`config.mk`:
```
export PLATFORM = sky130hd
export DESIGN_NAME = cmsc_core
export DESIGN_NICKNAME = d
export VERILOG_FILES = /design/src/hdl/cmsc_core.v
export VERILOG_INCLUDE_DIRS = /design/src /design/src/hdl
export SDC_FILE = /design/constraint.sdc
export NUM_CORES = 1
export LEC_CHECK = 0
export BUFFER_PORTS_ARGS = -buffer_cell sky130_fd_sc_hd__buf_4
export CAP_MARGIN = 20
export CORE_MARGIN = 2
export CORE_UTILIZATION = 38
export DETAILED_ROUTE_END_ITERATION = 10
export GPL_TIMING_DRIVEN = 0
export PLACE_DENSITY_LB_ADDON = 0.08
export SYNTH_ARGS = -nofsm -noshare
export SYNTH_HDL_FRONTEND = slang
export SYNTH_SLANG_ARGS = --single-unit
```
`constraint.sdc`:
```
create_clock -name clk_sys_i -period 1.4 [get_ports clk_sys_i]
set_input_delay 0.35 -clock clk_sys_i [delete_from_list [all_inputs] [get_ports clk_sys_i]]
set_output_delay 0.35 -clock clk_sys_i [all_outputs]
set_load 0.01 [all_outputs]
```
`src/hdl/cmsc_regs.vh`:
```
// Purpose: constants for the cpu mode and security controller
// Assumes: included by hdl/cmsc_core.v and by the verification files
// Notes:   debug command codes are a local encoding, not a wire protocol
`ifndef CMSC_REGS_VH
`define CMSC_REGS_VH

// mode state codes
`define CMSC_MODE_RUN        3'h0
`define CMSC_MODE_WAIT       3'h1
`define CMSC_MODE_STOP       3'h2
`define CMSC_MODE_HALT       3'h3
`define CMSC_MODE_RESET_SEQ  3'h4

// debug command codes
`define CMSC_CMD_MEM         4'h0
`define CMSC_CMD_MEM_STAT    4'h1
`define CMSC_CMD_DBG_REG     4'h2
`define CMSC_CMD_HALT        4'h3
`define CMSC_CMD_CPU_REG     4'h4
`define CMSC_CMD_STEP        4'h5
`define CMSC_CMD_RESUME      4'h6
`define CMSC_CMD_TAG_RESUME  4'h7

// command answer status codes
`define CMSC_ST_OK           2'h0
`define CMSC_ST_STOPWAIT_ERR 2'h1
`define CMSC_ST_REFUSED      2'h2

// reset vector sequence
`define CMSC_RESET_SEQ_CYC   3'h6
`define CMSC_RESET_VEC_HI    16'hfffe
`define CMSC_RESET_VEC_LO    16'hffff

// opcode counts of the decoder
`define CMSC_OPC_ONE_BYTE    9'h0fe
`define CMSC_OPC_TWO_BYTE    9'h02f
`define CMSC_OPC_PREFIX      8'h9e

// secure read replacement value
`define CMSC_SECURE_READ_VAL 8'h00

`endif

```
`src/hdl/cmsc_core.v`:
```
// Purpose: cpu mode (run, wait, stop, debug halt) control, debug command gating
//          and secure memory access gating for the instruction pipeline
// Assumes: one clock clk_sys_i, synchronous active-low reset, ce_i freezes state
// Notes:   the memory arrays are outside; this block gates strobes and read data
//
// Operation
// - keep a minimal clock set running in stop so a periodic wake works.
// - with debug enabled, the oscillator stays running through stop mode.
// - with debug enabled, halt command in stop restarts cpu clocks and enters debug halt.
// - wait instruction clears interrupt mask, then stops cpu clocks; here irq_mask_clr_o and the clock stop come on the same edge.
// - interrupt or reset in wait restarts clocks and is processed normally.
// - halt command in wait restarts cpu clocks and enters debug halt.
// - in wait only halt and status memory commands; status reports stop/wait error.
// - enter debug halt on mode pin low at reset, command, instruction, breakpoint.
// - after halt instruction only reset, resume, step or tagged resume leave halt.
// - memory, status memory, debug register and halt commands work in run and halt.
// - cpu register, step and resume commands honoured only in debug halt.
// - secure status comes from an external input signal.
// - when secured ram, flash, eeprom are secure; direct and high page are not.
// - each fetch tags the instruction secure or non-secure by source memory.
// - secured read of secure memory returns zero for non-secure tag or debug.
// - secured write to secure memory suppressed for non-secure tag or debug.
// - stacking writes on interrupt entry are never suppressed.
// - secure-tagged instruction may access both secure and non-secure memory.
// - debug controller accesses to non-secure memory are always allowed.
// - when not secured every access is permitted.
// - decoder accepts 254 single-byte and 47 prefixed two-byte opcodes; the check here passes 63 prefixed codes.
// - after reset run six cycles fetching vector from top two bytes.
//
// Added by the designer: the plain strobed port and the placing of the registers.
`include "cmsc_regs.vh"

module cmsc_core #(
   parameter ADDR_W     = 16,
   parameter DATA_W     = 8,
   parameter [15:0] DP_TOP   = 16'h00ff,
   parameter [15:0] HP_BASE  = 16'h1800,
   parameter [15:0] HP_TOP   = 16'h18ff
) (
   // clock, reset, enable
   input  wire              clk_sys_i,
   input  wire              rst_n_i,
   input  wire              ce_i,
   // pins from outside the clock domain
   input  wire              debug_mode_select_pin_i,
   input  wire              secure_i,
   // pipeline events
   input  wire              wait_instr_i,
   input  wire              stop_instr_i,
   input  wire              debug_halt_instruction_i,
   input  wire              breakpoint_hit_i,
   input  wire              irq_pending_i,
   input  wire              periodic_wake_i,
   input  wire              stop_clocks_keep_cfg_i,
   // debug controller command port
   input  wire              dbg_cmd_valid_i,
   input  wire [3:0]        dbg_cmd_i,
   input  wire              debug_enable_set_i,
   output reg               dbg_cmd_accept_o,
   output reg  [1:0]        dbg_cmd_status_o,
   output reg               dbg_cmd_done_o,
   // cpu memory request
   input  wire              mem_req_i,
   input  wire              mem_we_i,
   input  wire              mem_fetch_i,
   input  wire              mem_dbg_i,
   input  wire              mem_stacking_i,
   input  wire [ADDR_W-1:0] mem_addr_i,
   input  wire [DATA_W-1:0] mem_rdata_array_i,
   input  wire [7:0]        opcode_i,
   input  wire              opcode_prefixed_i,
   // gated memory side
   output wire              mem_we_array_o,
   output wire [DATA_W-1:0] mem_rdata_o,
   output reg               instr_secure_o,
   output wire              opcode_valid_o,
   // mode and clock controls
   output reg  [2:0]        mode_o,
   output wire              cpu_clk_en_o,
   output wire              osc_keep_o,
   output wire              stop_min_clk_o,
   output reg               irq_mask_clr_o,
   output reg               reset_vec_fetch_o,
   output reg  [ADDR_W-1:0] reset_vec_addr_o,
   output reg               debug_enable_o
);

   // ***********************************
   // pin synchronisers
   // ***********************************
   reg [1:0] ms_sync_r;
   reg [1:0] sec_sync_r;
   always @(posedge clk_sys_i) begin
      if (!rst_n_i) begin
         ms_sync_r  <= 2'h3;
         sec_sync_r <= 2'h0;
      end else if (ce_i) begin
         ms_sync_r  <= {ms_sync_r[0], debug_mode_select_pin_i};
         sec_sync_r <= {sec_sync_r[0], secure_i};
      end
   end
   wire secured = sec_sync_r[1];
   wire ms_low  = ~ms_sync_r[1];

   // ***********************************
   // command classes
   // ***********************************
   wire cmd_halt     = (dbg_cmd_i == `CMSC_CMD_HALT);
   wire cmd_memstat  = (dbg_cmd_i == `CMSC_CMD_MEM_STAT);
   wire cmd_nonintr  = (dbg_cmd_i == `CMSC_CMD_MEM) || cmd_memstat ||
                       (dbg_cmd_i == `CMSC_CMD_DBG_REG) || cmd_halt;
   wire cmd_leave    = (dbg_cmd_i == `CMSC_CMD_RESUME) || (dbg_cmd_i == `CMSC_CMD_STEP) ||
                       (dbg_cmd_i == `CMSC_CMD_TAG_RESUME);
   wire cmd_active   = cmd_leave || (dbg_cmd_i == `CMSC_CMD_CPU_REG);

   // ***********************************
   // mode machine
   // ***********************************
   reg [2:0] mode_nxt;
   reg [2:0] seq_cnt_r;
   reg       halt_on_seq_r;
   reg       halt_req;
   reg       accept;
   reg [1:0] status;
   reg       step_pend_r;

   always @* begin
      mode_nxt = mode_o;
      accept   = 1'b0;
      status   = `CMSC_ST_REFUSED;
      halt_req = dbg_cmd_valid_i && cmd_halt;
      case (mode_o)
         `CMSC_MODE_RESET_SEQ: begin
            if (seq_cnt_r == `CMSC_RESET_SEQ_CYC - 3'h1)
               mode_nxt = halt_on_seq_r ? `CMSC_MODE_HALT : `CMSC_MODE_RUN;
         end
         `CMSC_MODE_RUN: begin
            if (dbg_cmd_valid_i && cmd_nonintr) begin
               accept = 1'b1;
               status = `CMSC_ST_OK;
            end
            if (halt_req || debug_halt_instruction_i || breakpoint_hit_i)
               mode_nxt = `CMSC_MODE_HALT;
            else if (wait_instr_i)
               mode_nxt = `CMSC_MODE_WAIT;
            else if (stop_instr_i)
               mode_nxt = `CMSC_MODE_STOP;
         end
         `CMSC_MODE_WAIT: begin
            if (dbg_cmd_valid_i && (cmd_halt || cmd_memstat)) begin
               accept = 1'b1;
               status = cmd_memstat ? `CMSC_ST_STOPWAIT_ERR : `CMSC_ST_OK;
            end
            if (halt_req)
               mode_nxt = `CMSC_MODE_HALT;
            else if (irq_pending_i)
               mode_nxt = `CMSC_MODE_RUN;
         end
         `CMSC_MODE_STOP: begin
            if (dbg_cmd_valid_i && debug_enable_o && (cmd_halt || cmd_memstat)) begin
               accept = 1'b1;
               status = cmd_memstat ? `CMSC_ST_STOPWAIT_ERR : `CMSC_ST_OK;
            end
            if (halt_req && debug_enable_o)
               mode_nxt = `CMSC_MODE_HALT;
            else if (irq_pending_i || (stop_clocks_keep_cfg_i && periodic_wake_i))
               mode_nxt = `CMSC_MODE_RUN;
         end
         `CMSC_MODE_HALT: begin
            if (dbg_cmd_valid_i && (cmd_nonintr || cmd_active)) begin
               accept = 1'b1;
               status = `CMSC_ST_OK;
            end
            if (dbg_cmd_valid_i && cmd_leave)
               mode_nxt = `CMSC_MODE_RUN;
         end
         default: mode_nxt = `CMSC_MODE_RESET_SEQ;
      endcase
   end

   // a single step runs one instruction, then drops back into halt
   always @(posedge clk_sys_i) begin
      if (!rst_n_i) begin
         mode_o           <= `CMSC_MODE_RESET_SEQ;
         seq_cnt_r        <= 3'h0;
         halt_on_seq_r    <= 1'b0;
         step_pend_r      <= 1'b0;
         dbg_cmd_accept_o <= 1'b0;
         dbg_cmd_status_o <= `CMSC_ST_OK;
         dbg_cmd_done_o   <= 1'b0;
         irq_mask_clr_o   <= 1'b0;
         debug_enable_o   <= 1'b0;
      end else if (ce_i) begin
         if (step_pend_r && mode_o == `CMSC_MODE_RUN && !debug_halt_instruction_i) begin
            mode_o      <= `CMSC_MODE_HALT;
            step_pend_r <= 1'b0;
         end else begin
            mode_o <= mode_nxt;
            if (mode_o == `CMSC_MODE_HALT && dbg_cmd_valid_i && dbg_cmd_i == `CMSC_CMD_STEP)
               step_pend_r <= 1'b1;
         end
         if (mode_o == `CMSC_MODE_RESET_SEQ) begin
            seq_cnt_r <= seq_cnt_r + 3'h1;
            // mode pin is sampled at the third clock after release, after it has crossed the synchroniser
            if (seq_cnt_r == 3'h2)
               halt_on_seq_r <= ms_low;
         end
         dbg_cmd_accept_o <= accept;
         dbg_cmd_status_o <= status;
         dbg_cmd_done_o   <= dbg_cmd_valid_i;
         irq_mask_clr_o   <= (mode_o == `CMSC_MODE_RUN) && wait_instr_i && (mode_nxt == `CMSC_MODE_WAIT);
         if (debug_enable_set_i || (mode_o == `CMSC_MODE_RESET_SEQ && seq_cnt_r == 3'h5 && halt_on_seq_r))
            debug_enable_o <= 1'b1;
      end
   end

   // ***********************************
   // reset vector fetch
   // ***********************************
   always @(posedge clk_sys_i) begin
      if (!rst_n_i) begin
         reset_vec_fetch_o <= 1'b0;
         reset_vec_addr_o  <= {ADDR_W{1'b0}};
      end else if (ce_i) begin
         reset_vec_fetch_o <= (mode_o == `CMSC_MODE_RESET_SEQ) && (seq_cnt_r < 3'h2);
         reset_vec_addr_o  <= (seq_cnt_r == 3'h0) ? `CMSC_RESET_VEC_HI : `CMSC_RESET_VEC_LO;
      end
   end

   // clocks stop in wait and stop; osc stays alive while a debugger may need it
   assign cpu_clk_en_o   = (mode_o != `CMSC_MODE_WAIT) && (mode_o != `CMSC_MODE_STOP);
   assign osc_keep_o     = debug_enable_o;
   assign stop_min_clk_o = (mode_o == `CMSC_MODE_STOP) && stop_clocks_keep_cfg_i;

   // ***********************************
   // security gating
   // ***********************************
   wire in_dp     = (mem_addr_i <= DP_TOP);
   wire in_hp     = (mem_addr_i >= HP_BASE) && (mem_addr_i <= HP_TOP);
   wire secure_mem = ~(in_dp | in_hp);
   wire denied    = secured && secure_mem && (mem_dbg_i || !instr_secure_o);
   wire wr_block  = denied && !mem_stacking_i;
   reg  rd_zero_r;
   reg  [DATA_W-1:0] rdata_r;

   always @(posedge clk_sys_i) begin
      if (!rst_n_i) begin
         instr_secure_o <= 1'b0;
         rd_zero_r      <= 1'b0;
      end else if (ce_i) begin
         if (mem_req_i && mem_fetch_i)
            instr_secure_o <= secure_mem;
         rd_zero_r <= mem_req_i && !mem_we_i && !mem_fetch_i && denied;
      end
   end

   always @* begin
      rdata_r = rd_zero_r ? `CMSC_SECURE_READ_VAL : mem_rdata_array_i;
   end

   assign mem_we_array_o = mem_req_i && mem_we_i && !wr_block;
   assign mem_rdata_o    = rdata_r;

   // ***********************************
   // opcode decode check
   // ***********************************
   // two single-byte codes are not opcodes: the prefix and one reserved code
   wire one_ok = (opcode_i != `CMSC_OPC_PREFIX) && (opcode_i != 8'hac);
   wire two_ok = (opcode_i[7:4] >= 4'h6) && (opcode_i[3:0] <= 4'h2) ||
                 (opcode_i >= 8'hd0) && (opcode_i[3:0] != 4'hd) && (opcode_i[3:0] != 4'hc);
   assign opcode_valid_o = opcode_prefixed_i ? two_ok : one_ok;

endmodule

```
After elaboration in Yosys (flattened, before gate mapping):

Index checks and enable logic that the tools add are counted.

* bits in registers: 37
* bits of input ports: 56
* output and inout bits: 40

* add/sub/neg operators: 1
* magnitude comparators: 7
* equal/unequal tests: 20
* muxes and demuxes: 28
* bitwise gates (word level): 3
* reductions and logical operators: 63

Operator list (count)
* $logic_and 1x1->1: 34
* $mux 3: 10
* $eq 4x3->1 const B: 4
* $ge 16x13->1 const B: 1
* $le 16x13->1 const B: 1
* $le 16x8->1 const B: 1
* $ne 8x8->1 const B: 2
* $pmux 3 s5: 1
* $logic_or 1x1->1: 14
* $mux 2: 5
* $eq 3x2->1 const B: 3
* $mux 1: 9
* $eq 4x2->1 const B: 2
* $ge 8x8->1 const B: 1
* $mux 8: 1
* $ne 4x4->1 const B: 2
* $pmux 2 s4: 1
* $reduce_and 2->1: 4
* $eq 3x1->1 const B: 2
* $eq 3x3->1 const B: 2
* $logic_not 1->1: 6
* $logic_not 3->1: 2
* $eq 4x1->1 const B: 1
* $ge 4x3->1 const B: 1
* other kinds (11): 12

Longest topological paths before layout:

* word-level depth: 9
* depth in mapped cells: 6

Worst setup path before layout:

OpenSTA, ideal clock, no wires.

* path type: input to output
* from: in opcode_i[1]
* to: out opcode_valid_o
* arrival: 1.198 ns
* setup slack: -0.148 ns
* stages: 3
* buffers on the path: 0
* cells stage by stage: or3b_1 a2111oi_0 a31oi_1

* word-level cells in the longest chain between the ends: 5
* elaborated cells between the ends (all ways): 12
* those cells by class: order compare: 2; eq/ne: 4; mux: 1; reduce/logical: 5

Ends and longest elaborated chain
* start: declaration: RTL line cmsc_core.v:70 `input wire [7:0] opcode_i,`
* $ge 8x8->1 or $ne 4x4->1 (tied branches): RTL line cmsc_core.v:270 `(opcode_i >= 8'hd0) && (opcode_i[3:0] != 4'hd) && (opcode_i[3:0] != 4'hc);`
* $logic_and 1x1->1 (2 in a row): RTL line cmsc_core.v:270
* $logic_or 1x1->1: RTL line cmsc_core.v:269 `wire two_ok = (opcode_i[7:4] >= 4'h6) && (opcode_i[3:0] <= 4'h2) ||`
* $mux 1 *: RTL line cmsc_core.v:271 `assign opcode_valid_o = opcode_prefixed_i ? two_ok : one_ok;`
* end: declaration: RTL line cmsc_core.v:76 `output wire opcode_valid_o,`

Every way passes the cells marked *; elsewhere a longest branch is shown, timed or not.

Worst setup path in the final report:

Same ends and word-level chain as after synthesis.

==> summary.txt <==
Status
  – Status: complete, but fails checks
  – Violations in the final reports: negative setup slack

Timing
  – Number of hold-slack violations in the final timing report: 0
  – Minimum setup slack in the final design: -0.295 ns
  – Hold_ws: ~0.29 ns
  – Tcrit/Tclk final: 121%
  – Setup repair after global routing missed its margin: true
  – Number of setup violations in the final report: 6
  – Minimum clock period: 1.69 ns
  – Final Skew: 0.00557 ns
  – Highest achievable clock rate: 590 MHz
  – Normalized max-slew margin: 68.3%
  – Final Max Tran Viols: 0
  – Tightest Pin Transition: 0.475 ns

Clock network
  – Root buffer cell: clkbuf_8
  – CTS tree: done
  – Maximum level of the CTS H-tree: 1
  – Reg clk slew, reported paths: about 0.08 ns
  – Number of sinks on the clock net: 23
  – Cts bufs inserted: 3
  – Clk Latency, worst-skew pair: approximately 0.27 ns
  – Maximum count of clock buffers along a single path: 2

Floorplanning
  – Vertical extent of the die: 67.0 microns
  – Overall die area: around 0.0045 sq mm
  – I/O Pins: 96
  – Placeable core area: approximately 0.0037 sq mm
  – Width of the chip: 67.0 microns
  – Std cell rows: 22
  – Starting density of the core: about two fifths

Worst setup path
  – Required time worst endpoint: approximately 1.1 ns
  – Largest stage delay, worst path: 0.39 ns
  – Worst Reg2Reg Path Length in Cells: 5
  – Biggest fanout along the worst timing path: 2
  – Slowest stage cell, crit path: or3b_4
  – Worst Path Arrival: 1.34 ns
  – Destination of the worst register-to-register timing path: mode_o[0]$_SDFFE_PN0P_
  – Cell-by-cell listing of the critical path: buf_8, or3b_4, a2111oi_4, a31oi_1, buf_4
  – Reg2reg start: mode_o[1]$_SDFFE_PN0P_
  – Startpoint kind of the worst setup timing path: primary input
  – Category of the worst setup path capture point: primary output
  – R2r setup slk: -0.02 ns
  – Worst Setup Path Type: primary input to primary output

Synthesis
  – Biggest area contributors in the synthesized netlist: dfxtp_1 (31%), nor2b_1 (8.7%), buf_4 (8.0%)
  – Portion of the post-synthesis area used by sequential elements: slightly above 30%
  – FFs w/ async S/R, synth: 0%
  – Yosys warnings: 0
  – Largest area contributor in the netlist: dfxtp_1
  – Post-synthesis register bit count: 23
  – Post-Synthesis Cells: 180
  – Top FF cell, synth: dfxtp_1
  – Synth cell count leaders: dfxtp_1 (23), nor2b_1 (21), buf_4 (16)
  – Number of flops mapped to enable cells by yosys: 0
  – Mean instance size in the synthesized netlist: 8.37 sq um
  – Post-synthesis instance area: between 0.0015 and 0.002 sq mm
  – Top-area cell type share of the netlist area: 30.6%
  – Net count after synthesis: 240
  – Most numerous cell in the Yosys netlist: dfxtp_1
  – Distinct cell type count after synthesis: 41

Job
  – Count of maximum capacitance violations: 0

Power
  – Combinational power share: 28.7%
  – Power per cell area: 608 mW/mm^2
  – Reported leakage power: 1.16 nW
  – Max VDD drop: 0.531 mV
  – Part of the total power dissipated in sequential elements: between 40% and 50%
  – Switching portion of total power: 27.1%
  – Net Switching: 0.428 mW
  – Fraction of power consumed by the clock network: 26.5%
  – Internal Power: roughly 1.2 mW

Cells and area
  – End-of-flow core utilization: 69.5%
  – Area overhead of the layout relative to synthesis: 72.7%
  – Share of layout cells above drive strength 1: 51.4%
  – FILL cells: 310
  – Antenna diode count: 0
  – Post-route non-filler standard cell count: 332
  – Post-route cell area: 0.00260 sq mm
  – Total number of nets in the final design: between 300 and 400

Detailed routing
  – Number of detailed-route iterations in the first pass: 4
  – Number of antenna-violating nets in the routed design: 0
  – Avg Vias per Cell: approximately 5
  – Number of DRC violations after detailed-routing iteration 0: 50
  – Final wirelength: 4440 microns
  – Post-detailed-route DRC marker count: 0
  – Detailed-route wire length per cell: 13.4 microns
  – Vias: 1668

GRT
  – Wire length of the first global-routing pass: 6640 microns
  – Maximum number of pins on one net before global-route repair: 17
  – Vias in the first global route: around 1500
  – GRT overflow: 0
  – Initial antenna violation count: 0
  – Global routing usage summed across all routing layers: 19.0%

Min path
  – Hold Path Origin: debug_mode_select_pin_i
  – Worst min-delay path class: primary input to register
  – Hold depth: 3
  – Hold Path End: ms_sync_r[0]$_SDFFE_PN1P_

Placement
  – RePlAce Congestion: 0.885
  – Detailed placement HPWL: 3240 microns
  – Post-placement setup slack: -0.329 ns
  – Area after detailed placement: 0.00224 sq mm
  – Number of placed cells counting well taps: 315
  – Quantity of I/O buffers inserted on ports: 87
==> logic make-up (layout without fill, tap and decap cells) <==
logic type	after synthesis	count (layout)	share of synthesized area (%)
mux	9	9	5.98
fa+ha+maj	4	4	3.32
compound gates	37	37	17.7
xor+xnor	4	4	2.33
buf+inv	31	135	11.9
flops	23	23	30.6
simple gates	72	72	28.2
==> through the flow <==
| step | power, mW | TNS (ns) |
|---|---|---|
| finish | 1.58 | -0.705 |
| global route | 1.66 | -1.05 |
| CTS | 1.59 | -0.844 |
| detailed placement | 1.15 | -2.58 |
| global placement | 1.14 | -2.41 |
| floorplan | 0.909 | -0.0774 |
==> worst max path at each step <==
stage | cells after the start | slack [ns] | start | end
after floorplan | 3 | -0.08 | opcode_i[1] | opcode_valid_o
after global placement | 5 | -0.34 | opcode_i[1] | opcode_valid_o
after detailed placement | 5 | -0.33 | opcode_i[1] | opcode_valid_o
after CTS | 5 | -0.30 | opcode_i[1] | opcode_valid_o
after global routing | 5 | -0.33 | opcode_i[1] | opcode_valid_o
final | 5 | -0.29 | opcode_i[1] | opcode_valid_o
==> timing repair <==
item	4_1_cts	5_1_grt
buffers inserted	11	4
pin swaps	10	7
resized for setup	32	19
endpoints found under the setup margin	24	33
hold buffers	0	0
==> layer usage <==
metal  GRT usage [%]  part of all wire [%]  wire [microns]
met1            24.8                    43            1910
met2            32.9                    48            2150
met3            2.87                   7.8             348
met4            3.83                  0.77              34
met5               0                     0               0
==> sequential cells by signal (all words and copies together), names as in the netlist <==
register / flops
rd_zero_r: 1
sec_sync_r: 2
dbg_cmd_status_o: 2
debug_enable_o: 1
seq_cnt_r: 3
ms_sync_r: 2
halt_on_seq_r: 1
instr_secure_o: 1
step_pend_r: 1
mode_o: 3
reset_vec_fetch_o: 1
irq_mask_clr_o: 1
reset_vec_addr_o: 2
dbg_cmd_accept_o: 1
dbg_cmd_done_o: 1
==> worst max-delay path, delay by kind of cell <==
family	cells	cell delay (ns)
buf+inv	2	0.24
compound gates	2	0.35
simple gates	1	0.39
==> layout make-up <==
| cell class | count | area [sq um] | share of cell area [%] |
|---|---|---|---|
| clock buffers | 4 | 45.0 | 1.73 |
| well taps | 48 | 60.1 | 2.31 |
| multi-input cells | 126 | 1030 | 39.7 |
| plain buffers | 22 | 159 | 6.11 |
| inverters | 9 | 33.8 | 1.30 |
| repair buffers | 100 | 796 | 30.6 |
| flip-flops and latches | 23 | 475 | 18.3 |
==> power by group through the flow <==
stage	clock network, mW	logic (mW)	registers, mW
2_1_floorplan	0	0.184	0.726
3_3_place_gp	0	0.421	0.723
3_5_place_dp	0	0.425	0.724
4_1_cts	0.431	0.449	0.707
5_1_grt	0.453	0.494	0.712
6_report	0.420	0.454	0.707
==> cell usage in the layout, fill, tap and decap left out, types with 4 or more instances in the layout <==
| master | Yosys | routed |
|---|---|---|
| a31oi_1 | 6 | 5 |
| buf_4 | 16 | 105 |
| buf_6 | 0 | 12 |
| clkbuf_1 | 4 | 4 |
| dfxtp_1 | 23 | 17 |
| ha_1 | 4 | 4 |
| inv_1 | 9 | 9 |
| mux2i_1 | 9 | 9 |
| nand2_1 | 9 | 8 |
| nor2_1 | 9 | 8 |
| nor2b_1 | 21 | 21 |
| nor3_1 | 4 | 4 |
| o21a_1 | 6 | 6 |
| o21ai_0 | 10 | 10 |
Note: power is estimated with default switching activity, not from simulation.
